### src/svf_defs.svh
`ifndef SVF_DEFS_SVH
`define SVF_DEFS_SVH

// Synchroniser depth for pin inputs
`define SVF_SYNC_STAGES  2
// Width of the interval and width counters
`define SVF_CNT_W        16
// Conversion clock periods in one reset pulse
`define SVF_RST_PERIODS  16'h0001
// Shortest output interval (one reset plus one integrate period)
`define SVF_DIV_FULL     16'h0002
// Consecutive full-scale intervals before overrange is flagged
`define SVF_OVR_RUN      4'h4
`define SVF_OVR_W        4
// Reset values
`define SVF_CNT_RST      16'h0000
`define SVF_OVR_RST      4'h0

`endif

### src/svf_pkg.sv
package svf_pkg;

    // Phase of the conversion loop, Gray coded except the RESET to INTEG and IDLE to ARMED steps
    typedef enum logic [1:0] {
        SVF_IDLE  = 2'b00,
        SVF_INTEG = 2'b01,
        SVF_ARMED = 2'b11,
        SVF_RESET = 2'b10
    } svf_phase_e;

endpackage : svf_pkg

### src/svf_sync_if.sv
interface svf_sync_if;
    logic clk_lvl;
    logic clk_rise;
    logic clk_fall;
    logic comp_lvl;

    modport prod (
        output clk_lvl,
        output clk_rise,
        output clk_fall,
        output comp_lvl
    );

    modport cons (
        input clk_lvl,
        input clk_rise,
        input clk_fall,
        input comp_lvl
    );
endinterface : svf_sync_if

### src/svf_sync.sv
`include "svf_defs.svh"

module svf_sync #(
    parameter int STAGES = `SVF_SYNC_STAGES
) (
    // Clock and reset
    input  wire logic  mclk,
    input  wire logic  rst,
    // Raw pins
    input  wire logic  conv_clk_pin,
    input  wire logic  comp_pin,
    // Synchronised view
    svf_sync_if.prod   sif
);

    logic [1:0]        raw;
    logic [STAGES-1:0] chain_q [2];
    logic              clk_prev_q;

    assign raw = {comp_pin, conv_clk_pin};

    function automatic logic edge_of(input logic now, input logic was, input logic up);
        edge_of = up ? (now & ~was) : (~now & was);
    endfunction : edge_of

    // Only the last stage is ever looked at
    genvar g;
    generate
        for (g = 0; g < 2; g++) begin : g_sync
            always_ff @(posedge mclk) begin
                if (rst) begin
                    chain_q[g] <= '0;
                end else begin
                    chain_q[g] <= {chain_q[g][STAGES-2:0], raw[g]};
                end
            end
        end
    endgenerate

    always_ff @(posedge mclk) begin
        if (rst) begin
            clk_prev_q <= 1'b0;
        end else begin
            clk_prev_q <= chain_q[0][STAGES-1];
        end
    end

    assign sif.clk_lvl  = chain_q[0][STAGES-1];
    assign sif.comp_lvl = chain_q[1][STAGES-1];
    assign sif.clk_rise = edge_of(chain_q[0][STAGES-1], clk_prev_q, 1'b1);
    assign sif.clk_fall = edge_of(chain_q[0][STAGES-1], clk_prev_q, 1'b0);

endmodule : svf_sync

### src/svf_top.sv
// Summary of operation
// - Gate passes comparator while latch low, forces low while latch high.
// - Flip-flop samples gate only on falling conversion clock edge.
// - Latch holds while clock low, follows flip-flop while clock high.
// - Clock high after captured crossing raises latch: integrator reset, gate blocked.
// - Next falling edge captures low; next high level drops latch, reopening gate.
// - Every reset pulse lasts exactly one conversion clock period.
// - Interval between output pulses is a whole number of clock periods.
// - Quarter-reference input gives one pulse every four clocks.
// - Early crossing shortens integrate phase to two, an occasional divide-by-three.
// - Full-scale rate is half the conversion clock.
// - Comparator held high settles into a steady divide-by-two.
`include "svf_defs.svh"

module svf_top #(
    parameter int CNT_W = `SVF_CNT_W
) (
    // Clock and reset
    input  wire logic               mclk,
    input  wire logic               rst,
    // Pins from the analog side and the conversion clock
    input  wire logic               conv_clk_pin,
    input  wire logic               comp_pin,
    // Integrator switch and frequency output
    output logic                    integ_reset,
    output logic                    pulse_rate_output,
    output logic                    pulse_strobe,
    // Status
    output svf_pkg::svf_phase_e     phase,
    output logic [CNT_W-1:0]        last_interval,
    output logic                    interval_valid,
    output logic [CNT_W-1:0]        last_reset_width,
    output logic                    full_scale,
    output logic                    overrange
);

    svf_sync_if sif ();

    svf_sync #(
        .STAGES       (`SVF_SYNC_STAGES)
    ) u_sync (
        .mclk         (mclk),
        .rst          (rst),
        .conv_clk_pin (conv_clk_pin),
        .comp_pin     (comp_pin),
        .sif          (sif)
    );

    logic                   gate;
    logic                   flop_q;
    logic                   latch_q;
    logic                   latch_d;
    logic                   latch_up;
    logic                   latch_dn;
    logic                   strobe_q;
    logic                   seen_q;
    logic                   valid_q;
    logic [CNT_W-1:0]       gap_cnt_q;
    logic [CNT_W-1:0]       gap_cnt_d;
    logic [CNT_W-1:0]       interval_d;
    logic [CNT_W-1:0]       wid_cnt_q;
    logic [CNT_W-1:0]       interval_q;
    logic [CNT_W-1:0]       width_q;
    logic [`SVF_OVR_W-1:0]  run_q;
    svf_pkg::svf_phase_e    phase_q;

    // Combinational gate: the only loop back from latch to comparator path
    assign gate = sif.comp_lvl & ~latch_q;

    // Crossing is ignored until the falling edge, which blocks glitches
    always_ff @(posedge mclk) begin
        if (rst) begin
            flop_q <= 1'b0;
        end else if (sif.clk_fall) begin
            flop_q <= gate;
        end
    end

    // Transparent only while the clock is high
    always_comb begin
        latch_d = latch_q;
        if (sif.clk_lvl) begin
            latch_d = flop_q;
        end
    end

    always_ff @(posedge mclk) begin
        if (rst) begin
            latch_q <= 1'b0;
        end else begin
            latch_q <= latch_d;
        end
    end

    assign latch_up = ~latch_q & latch_d;
    assign latch_dn = latch_q & ~latch_d;

    // Output level is the latch itself, so each pulse is one reset
    assign integ_reset       = latch_q;
    assign pulse_rate_output = latch_q;

    always_ff @(posedge mclk) begin
        if (rst) begin
            strobe_q <= 1'b0;
        end else begin
            strobe_q <= latch_up;
        end
    end

    assign pulse_strobe = strobe_q;

    // Conversion clock rises since the previous output pulse
    always_comb begin
        gap_cnt_d = gap_cnt_q;
        if (latch_up) begin
            gap_cnt_d = `SVF_CNT_RST;
        end else if (sif.clk_rise && gap_cnt_q != {CNT_W{1'b1}}) begin
            gap_cnt_d = gap_cnt_q + {{(CNT_W-1){1'b0}}, 1'b1};
        end
    end

    always_ff @(posedge mclk) begin
        if (rst) begin
            gap_cnt_q <= `SVF_CNT_RST;
        end else begin
            gap_cnt_q <= gap_cnt_d;
        end
    end

    // Latch only moves on a rise, so the interval is whole periods
    assign interval_d = gap_cnt_q + {{(CNT_W-1){1'b0}}, 1'b1};

    always_ff @(posedge mclk) begin
        if (rst) begin
            interval_q <= `SVF_CNT_RST;
            valid_q    <= 1'b0;
            seen_q     <= 1'b0;
        end else begin
            valid_q <= 1'b0;
            if (latch_up) begin
                seen_q <= 1'b1;
                // First pulse after reset has no predecessor to measure from
                if (seen_q) begin
                    interval_q <= interval_d;
                    valid_q    <= 1'b1;
                end
            end
        end
    end

    assign last_interval  = interval_q;
    assign interval_valid = valid_q;

    // Reset width in conversion periods, expected to be one
    always_ff @(posedge mclk) begin
        if (rst) begin
            wid_cnt_q <= `SVF_CNT_RST;
            width_q   <= `SVF_CNT_RST;
        end else begin
            if (latch_up) begin
                wid_cnt_q <= `SVF_CNT_RST;
            end else if (latch_dn) begin
                width_q <= wid_cnt_q + {{(CNT_W-1){1'b0}}, 1'b1};
            end else if (latch_q && sif.clk_rise) begin
                wid_cnt_q <= wid_cnt_q + {{(CNT_W-1){1'b0}}, 1'b1};
            end
        end
    end

    assign last_reset_width = width_q;

    // Divide-by-two run length; moves with the interval so the flag never lags it
    always_ff @(posedge mclk) begin
        if (rst) begin
            run_q <= `SVF_OVR_RST;
        end else if (latch_up && seen_q) begin
            if (interval_d != `SVF_DIV_FULL) begin
                run_q <= `SVF_OVR_RST;
            end else if (run_q != `SVF_OVR_RUN) begin
                run_q <= run_q + {{(`SVF_OVR_W-1){1'b0}}, 1'b1};
            end
        end
    end

    assign full_scale = seen_q && interval_q == `SVF_DIV_FULL;
    assign overrange  = run_q == `SVF_OVR_RUN;

    // Loop phase for observation only
    always_ff @(posedge mclk) begin
        if (rst) begin
            phase_q <= svf_pkg::SVF_IDLE;
        end else begin
            case (phase_q)
                svf_pkg::SVF_IDLE: begin
                    // A crossing may already stand at the first fall
                    if (sif.clk_fall && gate) begin
                        phase_q <= svf_pkg::SVF_ARMED;
                    end else if (sif.clk_fall) begin
                        phase_q <= svf_pkg::SVF_INTEG;
                    end
                end
                svf_pkg::SVF_INTEG: begin
                    if (sif.clk_fall && gate) begin
                        phase_q <= svf_pkg::SVF_ARMED;
                    end
                end
                svf_pkg::SVF_ARMED: begin
                    if (latch_up) begin
                        phase_q <= svf_pkg::SVF_RESET;
                    end
                end
                svf_pkg::SVF_RESET: begin
                    if (latch_dn) begin
                        phase_q <= svf_pkg::SVF_INTEG;
                    end
                end
                default: begin
                    phase_q <= svf_pkg::SVF_IDLE;
                end
            endcase
        end
    end

    assign phase = phase_q;

endmodule : svf_top

### config.mk
export PLATFORM = sky130hd
export DESIGN_NAME = svf_top
export DESIGN_NICKNAME = d
export VERILOG_FILES = /design/src/svf_pkg.sv /design/src/svf_sync_if.sv /design/src/svf_sync.sv /design/src/svf_top.sv
export VERILOG_INCLUDE_DIRS = /design/src
export SDC_FILE = /design/constraint.sdc
export NUM_CORES = 1
export LEC_CHECK = 0
export BUFFER_PORTS_ARGS = -buffer_cell sky130_fd_sc_hd__buf_2
export CAP_MARGIN = 5
export CORE_MARGIN = 4
export CORE_UTILIZATION = 47
export DETAILED_ROUTE_END_ITERATION = 8
export PLACE_DENSITY_LB_ADDON = 0.08
export SYNTH_ARGS = -nofsm -noshare
export SYNTH_HDL_FRONTEND = slang
export SYNTH_SLANG_ARGS = --single-unit
### constraint.sdc
create_clock -name mclk -period 5.5 [get_ports mclk]
set_input_delay 1.1 -clock mclk [delete_from_list [all_inputs] [get_ports mclk]]
set_output_delay 1.1 -clock mclk [all_outputs]
set_load 0.02 [all_outputs]
==> metrics list, run 1 <==
* Total via count after detailed routing: 3012
* Netlist area before placement: 3960 sq um
- Post-CTS resize count: 0
- Total placed cells including tap cells: 566
- Setup repair after global routing missed its margin: false
- The count of nets left with antenna violations once routing finished came out at 0.
* Synthesized area per cell: 8.85 sq um
- Via-per-instance ratio: 5.18
- The die covers 9970 sq um.
- Worst Setup Start Kind: flip-flop
- Result of the run: complete, no violations
- After layout, the minimum clock period comes to 2.77 ns.
- After detailed routing, the wire length on met1 is 3670 microns.
- Final non-filler cell area: 4300 sq um
- Once the clock tree was built, the setup fixing pass inserted 0 buffers.
- Before antenna repair, the detailed router went through 6 iterations.
* Core area: 8220 sq um
- Yosys reg bits: 80
- Die Height: 99.8 microns
* Critical path type: reg2out
- Final estimated routing congestion in global placement: 0.755
- Detailed routing placed a total of 225 microns of wire on met3.
- Yosys mapped a number of flops with a built-in enable equal to 0.
- Smallest setup slack after layout: 2.73 ns
* CTS Buf Count: 9
- The number of cells on the worst reg-to-reg path is 7.
- Per-cell routed wire length: 13.5 microns
- Prior to clock tree synthesis, the placed netlist has a worst setup slack of 2.87 ns.
- After synthesis, the cell types taking the most area are sky130_fd_sc_hd__dfxtp_1, sky130_fd_sc_hd__nor2_1, sky130_fd_sc_hd__xnor2_1, sky130_fd_sc_hd__a211oi_1, sky130_fd_sc_hd__xor2_1.
- Entering global routing, the biggest net connects 49 pins.
- Power density cells: 228 nW/um^2
- Most common library cell in the layout ignoring fill and taps: sky130_fd_sc_hd__nor2_1
- Of the post-synthesis cell area, the dominant cell type holds 0.404.
* Post-synthesis cell count: 448
- Endpoint arrival time on the critical path: 1.67 ns
- Unique cell type count in the Yosys netlist: 58
- Summing all placed instances gives a cell area of 4140 sq um.
* Violation count after the first detailed-routing iteration: 51
* Sum of negative setup slack: 0 ns
- In this run the count of I/O pins placed on the die edge is 44.
* Leakage power total: 0.00153 uW
- Clk_lat worst skew: 0.34 ns
- Worst slew margin: 0.246
- Detailed routing placed a total of 3900 microns of wire on met2.
- Slew of the pin with the lowest slew margin: 1.13 ns
- Number of sinks on the clock net: 80
- Initial antenna violation count: 0
- Layout Cells excl Fill: 581
- After detailed routing, the number of remaining DRC violations is 0.
- Routed wire length: 7860 microns
- Setup violators final: 0
- Number of fillers in the final layout: 836
- Signed area change from the synthesized netlist to the final layout: 8.49%
- CP endpoint: full_scale
* Worst vdd rail ir drop: 0.101 mV
- Highest Clock Rate: 361 MHz
- Grt total ovfl: 0
- The number of antenna diodes in the final layout is 0.
- The tool flagged a number of max-cap violations equal to 0.
- Crit Path Max Fanout: 3
* Clock skew after layout: 0.00825 ns
- Capture instance of the worst register-to-register path: gap_cnt_q[2]$_SDFFE_PP0P_
* Critical path data required time: 4.40 ns
- Share of synthesized registers carrying an async set or reset: 0
- In this run the number of H-tree levels came out at 3.
- Count of buffers from port buffering: 43
- The total count of max-transition violations in the final report is 0.
- Row generation in the floorplan step produced 33 rows.
- In this run the worst setup path begins at last_interval[7]$_SDFFE_PP0P_.
- After legalization and detailed placement, the total HPWL measured 5580 microns.
* Clock slew seen by the registers of the worst setup and hold paths: 0.08 ns
- The startpoint identified for the worst register-to-register timing path is gap_cnt_q[0]$_SDFFE_PP0P_.
* Multi-input combinational cell area: 2150 sq um
* Final net count: 481
- Across every metal layer, demand over resource in global routing totals 0.168.
- Synth Warn #: 0
- Highest-count cells in the layout ignoring fill and taps: sky130_fd_sc_hd__nor2_1, sky130_fd_sc_hd__dfxtp_1, sky130_fd_sc_hd__buf_2
* Clock tree root buffer cell: sky130_fd_sc_hd__clkbuf_8
* Area taken by flip-flops and latches: 1600 sq um
- For this run, the register share of the synthesized area comes to 0.404.
- Measured on the finished design, the core utilization comes to 0.523.
* Share of layout cells above drive strength 1: 0.181
- The number of hold buffers added after CTS was 0.
- Number of buffers on the longest clock path: 2
* Clock tree from TritonCTS: built
* Tcrit/Tclk final: 0.503
- Top routing layer in use: met4
- The worst setup path is captured at an output port.
* Syn nets: 457
* Horizontal die dimension: 99.8 microns
- The worst register-to-register path has a setup slack of 3.02 ns.
- Dominant cell type by area after synthesis: sky130_fd_sc_hd__dfxtp_1
* Class of the tightest hold or removal check: reg2reg
* Wire length of the first global-routing pass: 13700 microns
* Initial core utilization: 0.482
* Vias in the first global route: 2895
- In the synthesized netlist the dominant register cell turns out to be sky130_fd_sc_hd__dfxtp_1.
- The count of final hold-check violations is 0.
[report_power, final]
part | internal (uW) | total [uW] | switching [uW]
sequential | 582 | 587 | 5.03
combinational | 8.84 | 27.3 | 18.5
clock | 160 | 364 | 204
[registers in the layout, indices dropped and copies added (netlist names)]
signal and flops:
u_sync.clk_prev_q 1, interval_valid 1, pulse_strobe 1, integ_reset 1, run_q 4, wid_cnt_q 16, phase 2, seen_q 1
gap_cnt_q 16, last_reset_width 16, last_interval 16, u_sync.chain_q 4, flop_q 1
[cell families after synthesis]
logic type / share of synthesized area
buffers and inverters: 0.0571
xor gates and xnor gates: 0.119
and+or+nand+nor: 0.264
AOI/OAI and AO/OA: 0.132
muxes: 0.00758
DFF: 0.404
adders and majority gates: 0.0158
[through the flow]
stage	total power [uW]	hold WS [ns]
4_1_cts	998	0.447
6_report	978	0.441
2_1_floorplan	622	0.414
3_3_place_gp	628	0.417
5_1_grt	1030	0.471
3_5_place_dp	628	0.429
[worst max-delay path, cell delays in order, from the launching register on]
cell and delay [ns]:
sky130_fd_sc_hd__dfxtp_1 0.34, sky130_fd_sc_hd__nor4_1 0.34, sky130_fd_sc_hd__nand4_1 0.22, sky130_fd_sc_hd__nor4_1 0.21, sky130_fd_sc_hd__buf_2 0.21
[how the worst min path moves through the flow]
stage                                                from                               to  slack (ns)  depth (start not counted)
after floorplan           u_sync.chain_q[0][0]$_SDFF_PP0_  u_sync.chain_q[0][1]$_SDFF_PP0_        0.41                          1
after global placement    u_sync.chain_q[1][0]$_SDFF_PP0_  u_sync.chain_q[1][1]$_SDFF_PP0_        0.42                          1
after detailed placement  u_sync.chain_q[0][0]$_SDFF_PP0_  u_sync.chain_q[0][1]$_SDFF_PP0_        0.43                          1
after CTS                 u_sync.chain_q[0][0]$_SDFF_PP0_  u_sync.chain_q[0][1]$_SDFF_PP0_        0.45                          1
after global routing      u_sync.chain_q[0][0]$_SDFF_PP0_  u_sync.chain_q[0][1]$_SDFF_PP0_        0.47                          1
final                     u_sync.chain_q[1][0]$_SDFF_PP0_  u_sync.chain_q[1][1]$_SDFF_PP0_        0.44                          1
[cell type report]
| type | count | area share |
|---|---|---|
| multi-input cells | 328 | 0.499 |
| flip-flops and latches | 80 | 0.372 |
| repair buffers | 45 | 0.0535 |
| well taps | 105 | 0.0305 |
| clock buffers | 9 | 0.0288 |
| clock inverters | 6 | 0.00844 |
| inverters | 8 | 0.00698 |
[metal layers]
layer | track usage | vias up
li1 | - | 1600
met1 | 0.216 | 1374
met2 | 0.285 | 33
met3 | 0.0334 | 5
met4 | 0.0536 | 0
met5 | 0 | -
[cells in the mapped netlist, types with 4 or more instances]
cell	n
sky130_fd_sc_hd__nand2_1	30
sky130_fd_sc_hd__or3_1	8
sky130_fd_sc_hd__nor4_1	7
sky130_fd_sc_hd__a311oi_1	4
sky130_fd_sc_hd__nor2_1	82
sky130_fd_sc_hd__clkbuf_1	13
sky130_fd_sc_hd__ha_1	5
sky130_fd_sc_hd__and3_1	4
sky130_fd_sc_hd__inv_1	8
sky130_fd_sc_hd__nand4_1	5
sky130_fd_sc_hd__a211oi_1	29
sky130_fd_sc_hd__nand3_1	7
sky130_fd_sc_hd__dfxtp_1	80
sky130_fd_sc_hd__o21ai_0	9
sky130_fd_sc_hd__xor2_1	23
sky130_fd_sc_hd__buf_4	5
sky130_fd_sc_hd__nor2b_1	4
sky130_fd_sc_hd__a21oi_1	14
sky130_fd_sc_hd__xnor2_1	31
sky130_fd_sc_hd__nor3_1	11
sky130_fd_sc_hd__buf_2	7
Note: power is estimated with default switching activity, not from simulation.
==> run 2: changes to the inputs <==
--- a/config.mk
+++ b/config.mk
@@ -6,6 +6,7 @@
 export SDC_FILE = /design/constraint.sdc
 export NUM_CORES = 1
 export LEC_CHECK = 0
+export ABC_AREA = 1
 export BUFFER_PORTS_ARGS = -buffer_cell sky130_fd_sc_hd__buf_2
 export CAP_MARGIN = 5
 export CORE_MARGIN = 4
==> constraint.sdc (replaced) <==
create_clock -name mclk -period 2.7 [get_ports mclk]
set_input_delay 0.54 -clock mclk [delete_from_list [all_inputs] [get_ports mclk]]
set_output_delay 0.54 -clock mclk [all_outputs]
set_load 0.02 [all_outputs]
==> run 2 against run 1 <==
First-iteration DRC count increased by 80%. Combinational power increased to 4.4 times the previous value. Final cell count increased by 17%. Wire length increased by 11%. Register-to-register slack got worse by 2.4 ns. Core utilization increased by 3.2 points. Global-route usage increased by 1.8 points. Non-clock buffer count increased by 4. Largest power group unchanged.
==> metrics list, run 2 <==
- Result of the run: complete, no violations (unchanged)
- Horizontal die dimension: 98.0 microns (was 99.8 microns)
- The endpoint of the worst-slack reg-to-reg timing path was run_q[2]$_SDFFE_PP0P_ (was gap_cnt_q[2]$_SDFFE_PP0P_).
- Yosys reg bits: 80 (unchanged)
* Synth top area share: 0.421 (was 0.404)
* Clock skew after layout: 0.00835 ns (was 0.00825 ns)
- Cell type with the highest occurrence count on the critical path: sky130_fd_sc_hd__nor4_1 (unchanged)
- The number of fill cells in the layout came to 798 (was 836).
- The type of the worst setup path is reg2out (unchanged).
- Slowest stage cell, crit path: sky130_fd_sc_hd__nor4_1 (was sky130_fd_sc_hd__dfxtp_1)
- Clock slew seen by the registers of the worst setup and hold paths: 0.08 ns (about the same)
* Share of layout cells above drive strength 1: 0.138 (was 0.181)
- The average cell area after synthesis came to 7.13 sq um (was 8.85 sq um).
- HPWL after DPL: 6170 microns (was 5580 microns)
- Sum of negative setup slack: 0 ns (unchanged)
* Maximum level of the CTS H-tree: 3 (unchanged)
* Hold endpoint: u_sync.chain_q[1][0]$_SDFF_PP0_ (was u_sync.chain_q[1][1]$_SDFF_PP0_)
- The maximum VDD drop was 0.369 mV (was 0.101 mV).
- Worst slew margin: 0.637 (was 0.246)
- The async set-reset flop share out of synthesis is 0 (unchanged).
- The worst path buffer plus inverter count was 1 (unchanged).
- The largest net degree at the start of global routing was 39 (was 49).
- Largest cells by area after synthesis: sky130_fd_sc_hd__dfxtp_1, sky130_fd_sc_hd__inv_1, sky130_fd_sc_hd__nand2_1, sky130_fd_sc_hd__o21ai_0, sky130_fd_sc_hd__a21oi_1 (was sky130_fd_sc_hd__dfxtp_1, sky130_fd_sc_hd__nor2_1, sky130_fd_sc_hd__xnor2_1, sky130_fd_sc_hd__a211oi_1, sky130_fd_sc_hd__xor2_1)
- The clock net sink count came to 80 (unchanged).
- Antenna cell count: 0 (unchanged)
- The critical path startpoint category was a flip-flop (unchanged).
* Core Rows: 32 (was 33)
- The final net count was 583 (was 481).
- Hold buffer count at cts: 0 (unchanged)
- Reg2Reg Setup Slack: 0.64 ns (was 3.02 ns)
- The leading area contributor after synthesis was sky130_fd_sc_hd__dfxtp_1 (unchanged).
* Seq/Total Area, Yosys: 0.421 (was 0.404)
* Highest-count cells in the layout ignoring fill and taps: sky130_fd_sc_hd__inv_1, sky130_fd_sc_hd__nand2_1, sky130_fd_sc_hd__dfxtp_1 (was sky130_fd_sc_hd__nor2_1, sky130_fd_sc_hd__dfxtp_1, sky130_fd_sc_hd__buf_2)
- Crit Path Max Fanout: 3 (unchanged)
- The routability-driven placement congestion ratio is 0.836 (was 0.755).
- Total via count after detailed routing: 3385 (was 3012)
- The total CTS buffers came to 9 (unchanged).
- Final total power: 2380 uW (was 978 uW)
- Die Height: 98.0 microns (was 99.8 microns)
- The net count after synthesis came to 543 (was 457).
- The combined area of all synthesized cells was 3810 sq um (was 3960 sq um).
* Fin. Hold Viols: 0 (unchanged)
* Final critical delay including setup and external delays: 2.23 ns
- Post-layout utilization of the core: 0.555 (was 0.523)
- The signed area change from the synthesized netlist to the final layout is 13.9% (was 8.49%).
- Grt total ovfl: 0 (unchanged)
- Critical path data required time: 2.16 ns (was 4.40 ns)
- The gate count after technology mapping is 534 (was 448).
- The final count of negative-setup-slack endpoints came to 0 (unchanged).
* First-pass iteration count of the detailed router: 4 (was 6)
- The effective utilization at floorplan was 0.487 (was 0.482).
- Commonest cells in the synthesized netlist: sky130_fd_sc_hd__inv_1, sky130_fd_sc_hd__nand2_1, sky130_fd_sc_hd__dfxtp_1, sky130_fd_sc_hd__nor2_1, sky130_fd_sc_hd__o21ai_0 (was sky130_fd_sc_hd__nor2_1, sky130_fd_sc_hd__dfxtp_1, sky130_fd_sc_hd__xnor2_1, sky130_fd_sc_hd__nand2_1, sky130_fd_sc_hd__a211oi_1)
* Smallest setup slack after layout: 0.466 ns (was 2.73 ns)
- The most used flip-flop cell after synthesis is sky130_fd_sc_hd__dfxtp_1 (unchanged).
- Per-cell routed wire length: 12.8 microns (was 13.5 microns)
- Setup repair after global routing missed its margin: false (unchanged).
* Initial antenna violation count: 0 (unchanged)
* Worst path cell trace: nor4_1 > nand3_1 > nor4_1 > buf_2 (was nor4_1 > nand4_1 > nor4_1 > buf_2)
* Via-per-instance ratio: 4.98 (was 5.18)
* Critical path launch point: last_interval[8]$_SDFFE_PP0P_ (was last_interval[7]$_SDFFE_PP0P_)
- The class of the worst hold path is in2reg (was reg2reg).
* Reg2reg path depth: 12 (was 7)
* Pre-CTS setup slack: 0.684 ns (was 2.87 ns)
* Longest individual stage delay on the worst path: 0.38 ns (was 0.34 ns)
- The most common cell in the netlist is sky130_fd_sc_hd__inv_1 (was sky130_fd_sc_hd__nor2_1).
* DRC violation count after routing: 0 (unchanged)
- Number of enable-type register cells in the synthesized netlist: 0 (unchanged)
- Min-delay src: comp_pin (was u_sync.chain_q[1][0]$_SDFF_PP0_)
* Count of buffers from port buffering: 43 (unchanged)
- Power density cells: 549 nW/um^2 (was 228 nW/um^2)
* Clock tree root buffer cell: sky130_fd_sc_hd__clkbuf_8 (unchanged)
* Core area: 7810 sq um (was 8220 sq um)
- Routed wire length: 8710 microns (was 7860 microns)
- Max-cap viol count: 0 (unchanged)
* Clock tree from TritonCTS: built (unchanged)
- Total placed cells including tap cells: 665 (was 566)
- The global-route wire length before repair came to 14700 microns (was 13700 microns).
- The die footprint is 9600 sq um (was 9970 sq um).
* Slew of the pin with the lowest slew margin: 0.538 ns (was 1.13 ns)
* # Post-CTS Setup Buffers: 0 (unchanged)
- The number of gates resized after cts was 0 (unchanged).
- The most common cell after layout, fill and taps aside is sky130_fd_sc_hd__inv_1 (was sky130_fd_sc_hd__nor2_1).
* Hold depth: 3 (was 1)
* Clk_lat worst skew: 0.35 ns (was 0.34 ns)
* Vias in the first global route: 3172 (was 2895)
- The total I/O pin count is 44 (unchanged).
* Family with the most delay on the worst path: simple AND/OR/NAND/NOR gates (unchanged)
* Number of buffers on the longest clock path: 2 (unchanged)
- The total count of max-transition violations in the final report came to 0 (unchanged).
* Layout Cells excl Fill: 680 (was 581)
* Violation count after the first detailed-routing iteration: 92 (was 51)
* Leakage power total: 0.00204 uW (was 0.00153 uW)
- Detail Route Antenna Nets: 0 (unchanged)
* Tcrit/Tclk final: 0.828
* Global Route Usage Sum: 0.186 (was 0.168)
- Launching point of the worst reg2reg path: gap_cnt_q[0]$_SDFFE_PP0P_ (unchanged)
- Highest Clock Rate: 448 MHz
* Critical path endpoint category: output port (unchanged)
* Endpoint arrival time on the critical path: 1.69 ns (was 1.67 ns)
* Unique cell type count in the Yosys netlist: 32 (was 58)
* Synth Warn #: 0 (unchanged)
[run 2: layout make-up]
class / count / area, sq um / share of cell area
inverters: 91 / 342 / 0.0788
multi-input cells: 343 / 1770 / 0.409
well taps: 102 / 128 / 0.0294
clock inverters: 6 / 109 / 0.0251
clock buffers: 9 / 124 / 0.0286
flip-flops and latches: 80 / 1600 / 0.369
repair buffers: 49 / 260 / 0.0600
[run 2: power breakdown]
part	switching, uW	internal, uW	total [uW]
logic	82.4	37.5	120
registers	21.2	1200	1220
clock network	433	607	1040
total	537	1840	2380
[run 2: worst min-delay path: cells and delay by family]
family,cells,cell delay [ns]
buffers and inverters,2,0.10
AND/OR/NAND/NOR,1,0.06
[run 2: logic make-up after synthesis]
kind of cell             after synthesis  share of synthesized area
AND/OR/NAND/NOR                      205                      0.238
AO/OA/AOI/OAI                        119                      0.179
flip-flops                            80                      0.421
adder cells (fa/ha/maj)                5                     0.0164
XOR/XNOR                              14                     0.0322
buffers and inverters                111                      0.114
[run 2: worst max path at each step]
stage,depth (start not counted),slack (ns),endpoint
after floorplan,2,0.64,full_scale
after global placement,11,0.70,run_q[1]$_SDFFE_PP0P_
after detailed placement,13,0.68,run_q[0]$_SDFFE_PP0P_
after CTS,4,0.42,full_scale
after global routing,13,0.26,run_q[2]$_SDFFE_PP0P_
final,4,0.47,full_scale
[run 2: layer usage]
metal | wire, microns | vias up | GRT usage
met3 | 356 | 14 | 0.0507
met4 | 189 | 0 | 0.0607
li1 | - | 1800 | -
met2 | 4250 | 60 | 0.330
met1 | 3910 | 1511 | 0.217
met5 | 0 | - | 0
[run 2: stage by stage]
step	instance area, sq um	hold WS (ns)
4_1_cts	4340	0.360
6_report	4340	0.379
2_1_floorplan	3810	0.388
3_3_place_gp	4100	0.395
5_1_grt	4340	0.384
3_5_place_dp	4100	0.396
==> run 3: changes to the inputs <==
==> constraint.sdc (replaced) <==
create_clock -name mclk -period 2.35 [get_ports mclk]
set_input_delay 0.47 -clock mclk [delete_from_list [all_inputs] [get_ports mclk]]
set_output_delay 0.47 -clock mclk [all_outputs]
set_load 0.02 [all_outputs]
==> run 3 against run 2 <==
Die area did not move. Sequential power grew 15%. First-iteration DRC count grew 48%. Non-clock buffer count stayed put. Sequential share of layout area grew 0.33 points. Clock power about the same. Hold slack worse by 0.064 ns. Sequential cell count unchanged. Critical path depth unchanged. Combinational power increased by 14%. Core utilization decreased by 0.50 points. Critical path type unchanged. Critical endpoint unchanged. Largest cell class unchanged.
==> metrics list, run 3 (synthesis results as in run 2) <==
- Result of the run: complete, no violations (unchanged).
- Fin. max-slew vios: 0 (unchanged)
* Share of layout cells above drive strength 1: 0.137 (was 0.138)
- Via-per-instance ratio: 5.03 (was 4.98)
- The count of final hold-check violations came to 0 (unchanged).
- Dividing the final minimum period by the clock period gives 0.919.
- Number of sinks on the clock net: 80 (unchanged)
- The global-route wire length before repair came to 14900 microns (was 14700 microns).
* I/O pin count: 44 (unchanged)
* Per-cell routed wire length: 12.8 microns (about the same)
* Clk_lat worst skew: 0.35 ns (about the same)
* Global Route Usage Sum: 0.189 (was 0.186)
- Critical path endpoint category: output port (unchanged)
* Detail Route Antenna Nets: 0 (unchanged)
- Core area: 7810 sq um (unchanged)
- Most common library cell in the layout ignoring fill and taps: sky130_fd_sc_hd__inv_1 (unchanged)
- The type of the worst setup path was reg2out (unchanged).
* Number of buffers on the longest clock path: 2 (unchanged)
* Critical path data required time: 1.88 ns (was 2.16 ns)
- The total length of routed met3 wires came to 319 microns (was 356 microns).
- The maximum VDD drop came to 0.323 mV (was 0.369 mV).
* Amount of wire on met2 after detailed routing: 4290 microns (was 4250 microns)
* DRC violation count after routing: 0 (unchanged)
* Post-layout utilization of the core: 0.550 (was 0.555)
- Violation count after the first detailed-routing iteration: 136 (was 92)
- Endpoint arrival time on the critical path: 1.69 ns (about the same)
* Crit Path Max Fanout: 3 (unchanged)
* Clock skew after layout: 0.00801 ns (was 0.00835 ns)
* Final critical delay including setup and external delays: 2.16 ns
- The setup slack of the critical path after layout was 0.190 ns (was 0.466 ns).
* Total via count after detailed routing: 3416 (was 3385)
- Power density cells: 597 nW/um^2 (was 549 nW/um^2)
- The total CTS buffers was 9 (unchanged).
- Maximum level of the CTS H-tree: 3 (unchanged)
- The worst slack at placement was 0.356 ns (was 0.684 ns).
- The leakage power total is 0.00202 uW (was 0.00204 uW).
- Antenna cell count: 0 (unchanged)
- Core Rows: 32 (unchanged)
- Horizontal die dimension: 98.0 microns (unchanged)
* Max-cap viol count: 0 (unchanged)
- Signed area change from the synthesized netlist to the final layout: 12.9% (was 13.9%)
- Clock slew seen by the registers of the worst setup and hold paths: 0.08 ns (about the same)
- The total length of routed wires was 8690 microns (was 8710 microns).
- Setup repair after global routing missed its margin: false (unchanged)
* Vias in the first global route: 3222 (was 3172)
- Worst Setup Start Kind: flip-flop (unchanged)
- Die Height: 98.0 microns (unchanged)
- Hold buffer count at cts: 0 (unchanged)
- Worst-case hold slack: 0.315 ns (was 0.379 ns)
- The number of detailed-route iterations in the first pass is 4 (unchanged).
- The slew at the pin with the worst max-slew slack was 0.556 ns (was 0.538 ns).
- The top routing layer in use was met4 (unchanged).
* Clock tree from TritonCTS: built (unchanged)
- Final total power: 2560 uW (was 2380 uW)
- The die footprint was 9600 sq um (unchanged).
- The final count of negative-setup-slack endpoints is 0 (unchanged).
* Grt total ovfl: 0 (unchanged)
- The count of buffers inserted at the top-level ports is 43 (unchanged).
* Initial core utilization: 0.487 (unchanged)
* Highest-count cells in the layout ignoring fill and taps: sky130_fd_sc_hd__inv_1, sky130_fd_sc_hd__nand2_1, sky130_fd_sc_hd__dfxtp_1 (unchanged)
* Final estimated routing congestion in global placement: 0.849 (was 0.836)
- Post-CTS resize count: 0 (unchanged)
* Sum of negative setup slack: 0 ns (unchanged)
- Class of the tightest hold or removal check: in2reg (unchanged)
* HPWL after DPL: 6300 microns (was 6170 microns)
- The initial antenna violation count came to 0 (unchanged).
* Largest net degree at the start of global routing: 39 (unchanged)
- The routed metal-1 wire length was 3930 microns (was 3910 microns).
- Based on the critical path, the design can be clocked at up to 463 MHz.
- Worst slew margin: 0.625 (was 0.637)
- Clock tree root buffer cell: sky130_fd_sc_hd__clkbuf_8 (unchanged)
* # Post-CTS Setup Buffers: 0 (unchanged)
- The final net count came to 583 (unchanged).
[run 3: cell types whose count changed in the layout (fill, tap and decap cells not counted)]
cell                         before  now
sky130_fd_sc_hd__bufinv_16        3    1
sky130_fd_sc_hd__clkbuf_8         9   11
sky130_fd_sc_hd__clkinv_2         2    1
sky130_fd_sc_hd__clkinv_4         1    0
sky130_fd_sc_hd__clkinvlp_4       0    1
[run 3: where the power goes]
| group | leakage, uW | switching (uW) | internal (uW) |
|---|---|---|---|
| combinational | 0.00127 | 94.5 | 42.9 |
| clock | 0.0000973 | 489 | 536 |
| sequential | 0.000647 | 24.1 | 1380 |
[run 3: layer usage]
metal,up-vias,track usage
met1,1554,0.228
met5,-,0
li1,1800,-
met2,51,0.331
met3,11,0.0400
met4,0,0.0692
[run 3: area by class of cell]
class | instances | area [sq um]
Fill cell | 780 | 3510
Multi-Input combinational cell | 343 | 1770
Sequential cell | 80 | 1600
Inverter | 91 | 342
Timing Repair Buffer | 49 | 260
Clock buffer | 11 | 151
Tap cell | 102 | 128
Clock inverter | 3 | 42.5
[run 3: worst paths after layout]
kind,slack [ns],startpoint,end,depth (start not counted)
max,0.19,last_interval[8]$_SDFFE_PP0P_,full_scale,4
min reg2reg,0.41,u_sync.chain_q[1][0]$_SDFF_PP0_,u_sync.chain_q[1][1]$_SDFF_PP0_,2
min,0.31,comp_pin,u_sync.chain_q[1][0]$_SDFF_PP0_,3
max reg2reg,0.33,gap_cnt_q[0]$_SDFFE_PP0P_,run_q[2]$_SDFFE_PP0P_,13
[run 3: worst max-delay path, cell delays in order, from the launching register on]
cell,delay (ns)
sky130_fd_sc_hd__dfxtp_1,0.33
sky130_fd_sc_hd__nor4_1,0.38
sky130_fd_sc_hd__nand3_1,0.14
sky130_fd_sc_hd__nor4_1,0.27
sky130_fd_sc_hd__buf_2,0.22
[run 3: metrics by stage]
stage	instances	cell area, sq um
final	679	4300
after global routing	679	4300
after CTS	679	4300
after detailed placement	665	4100
after global placement	665	4100
after floorplan	534	3810
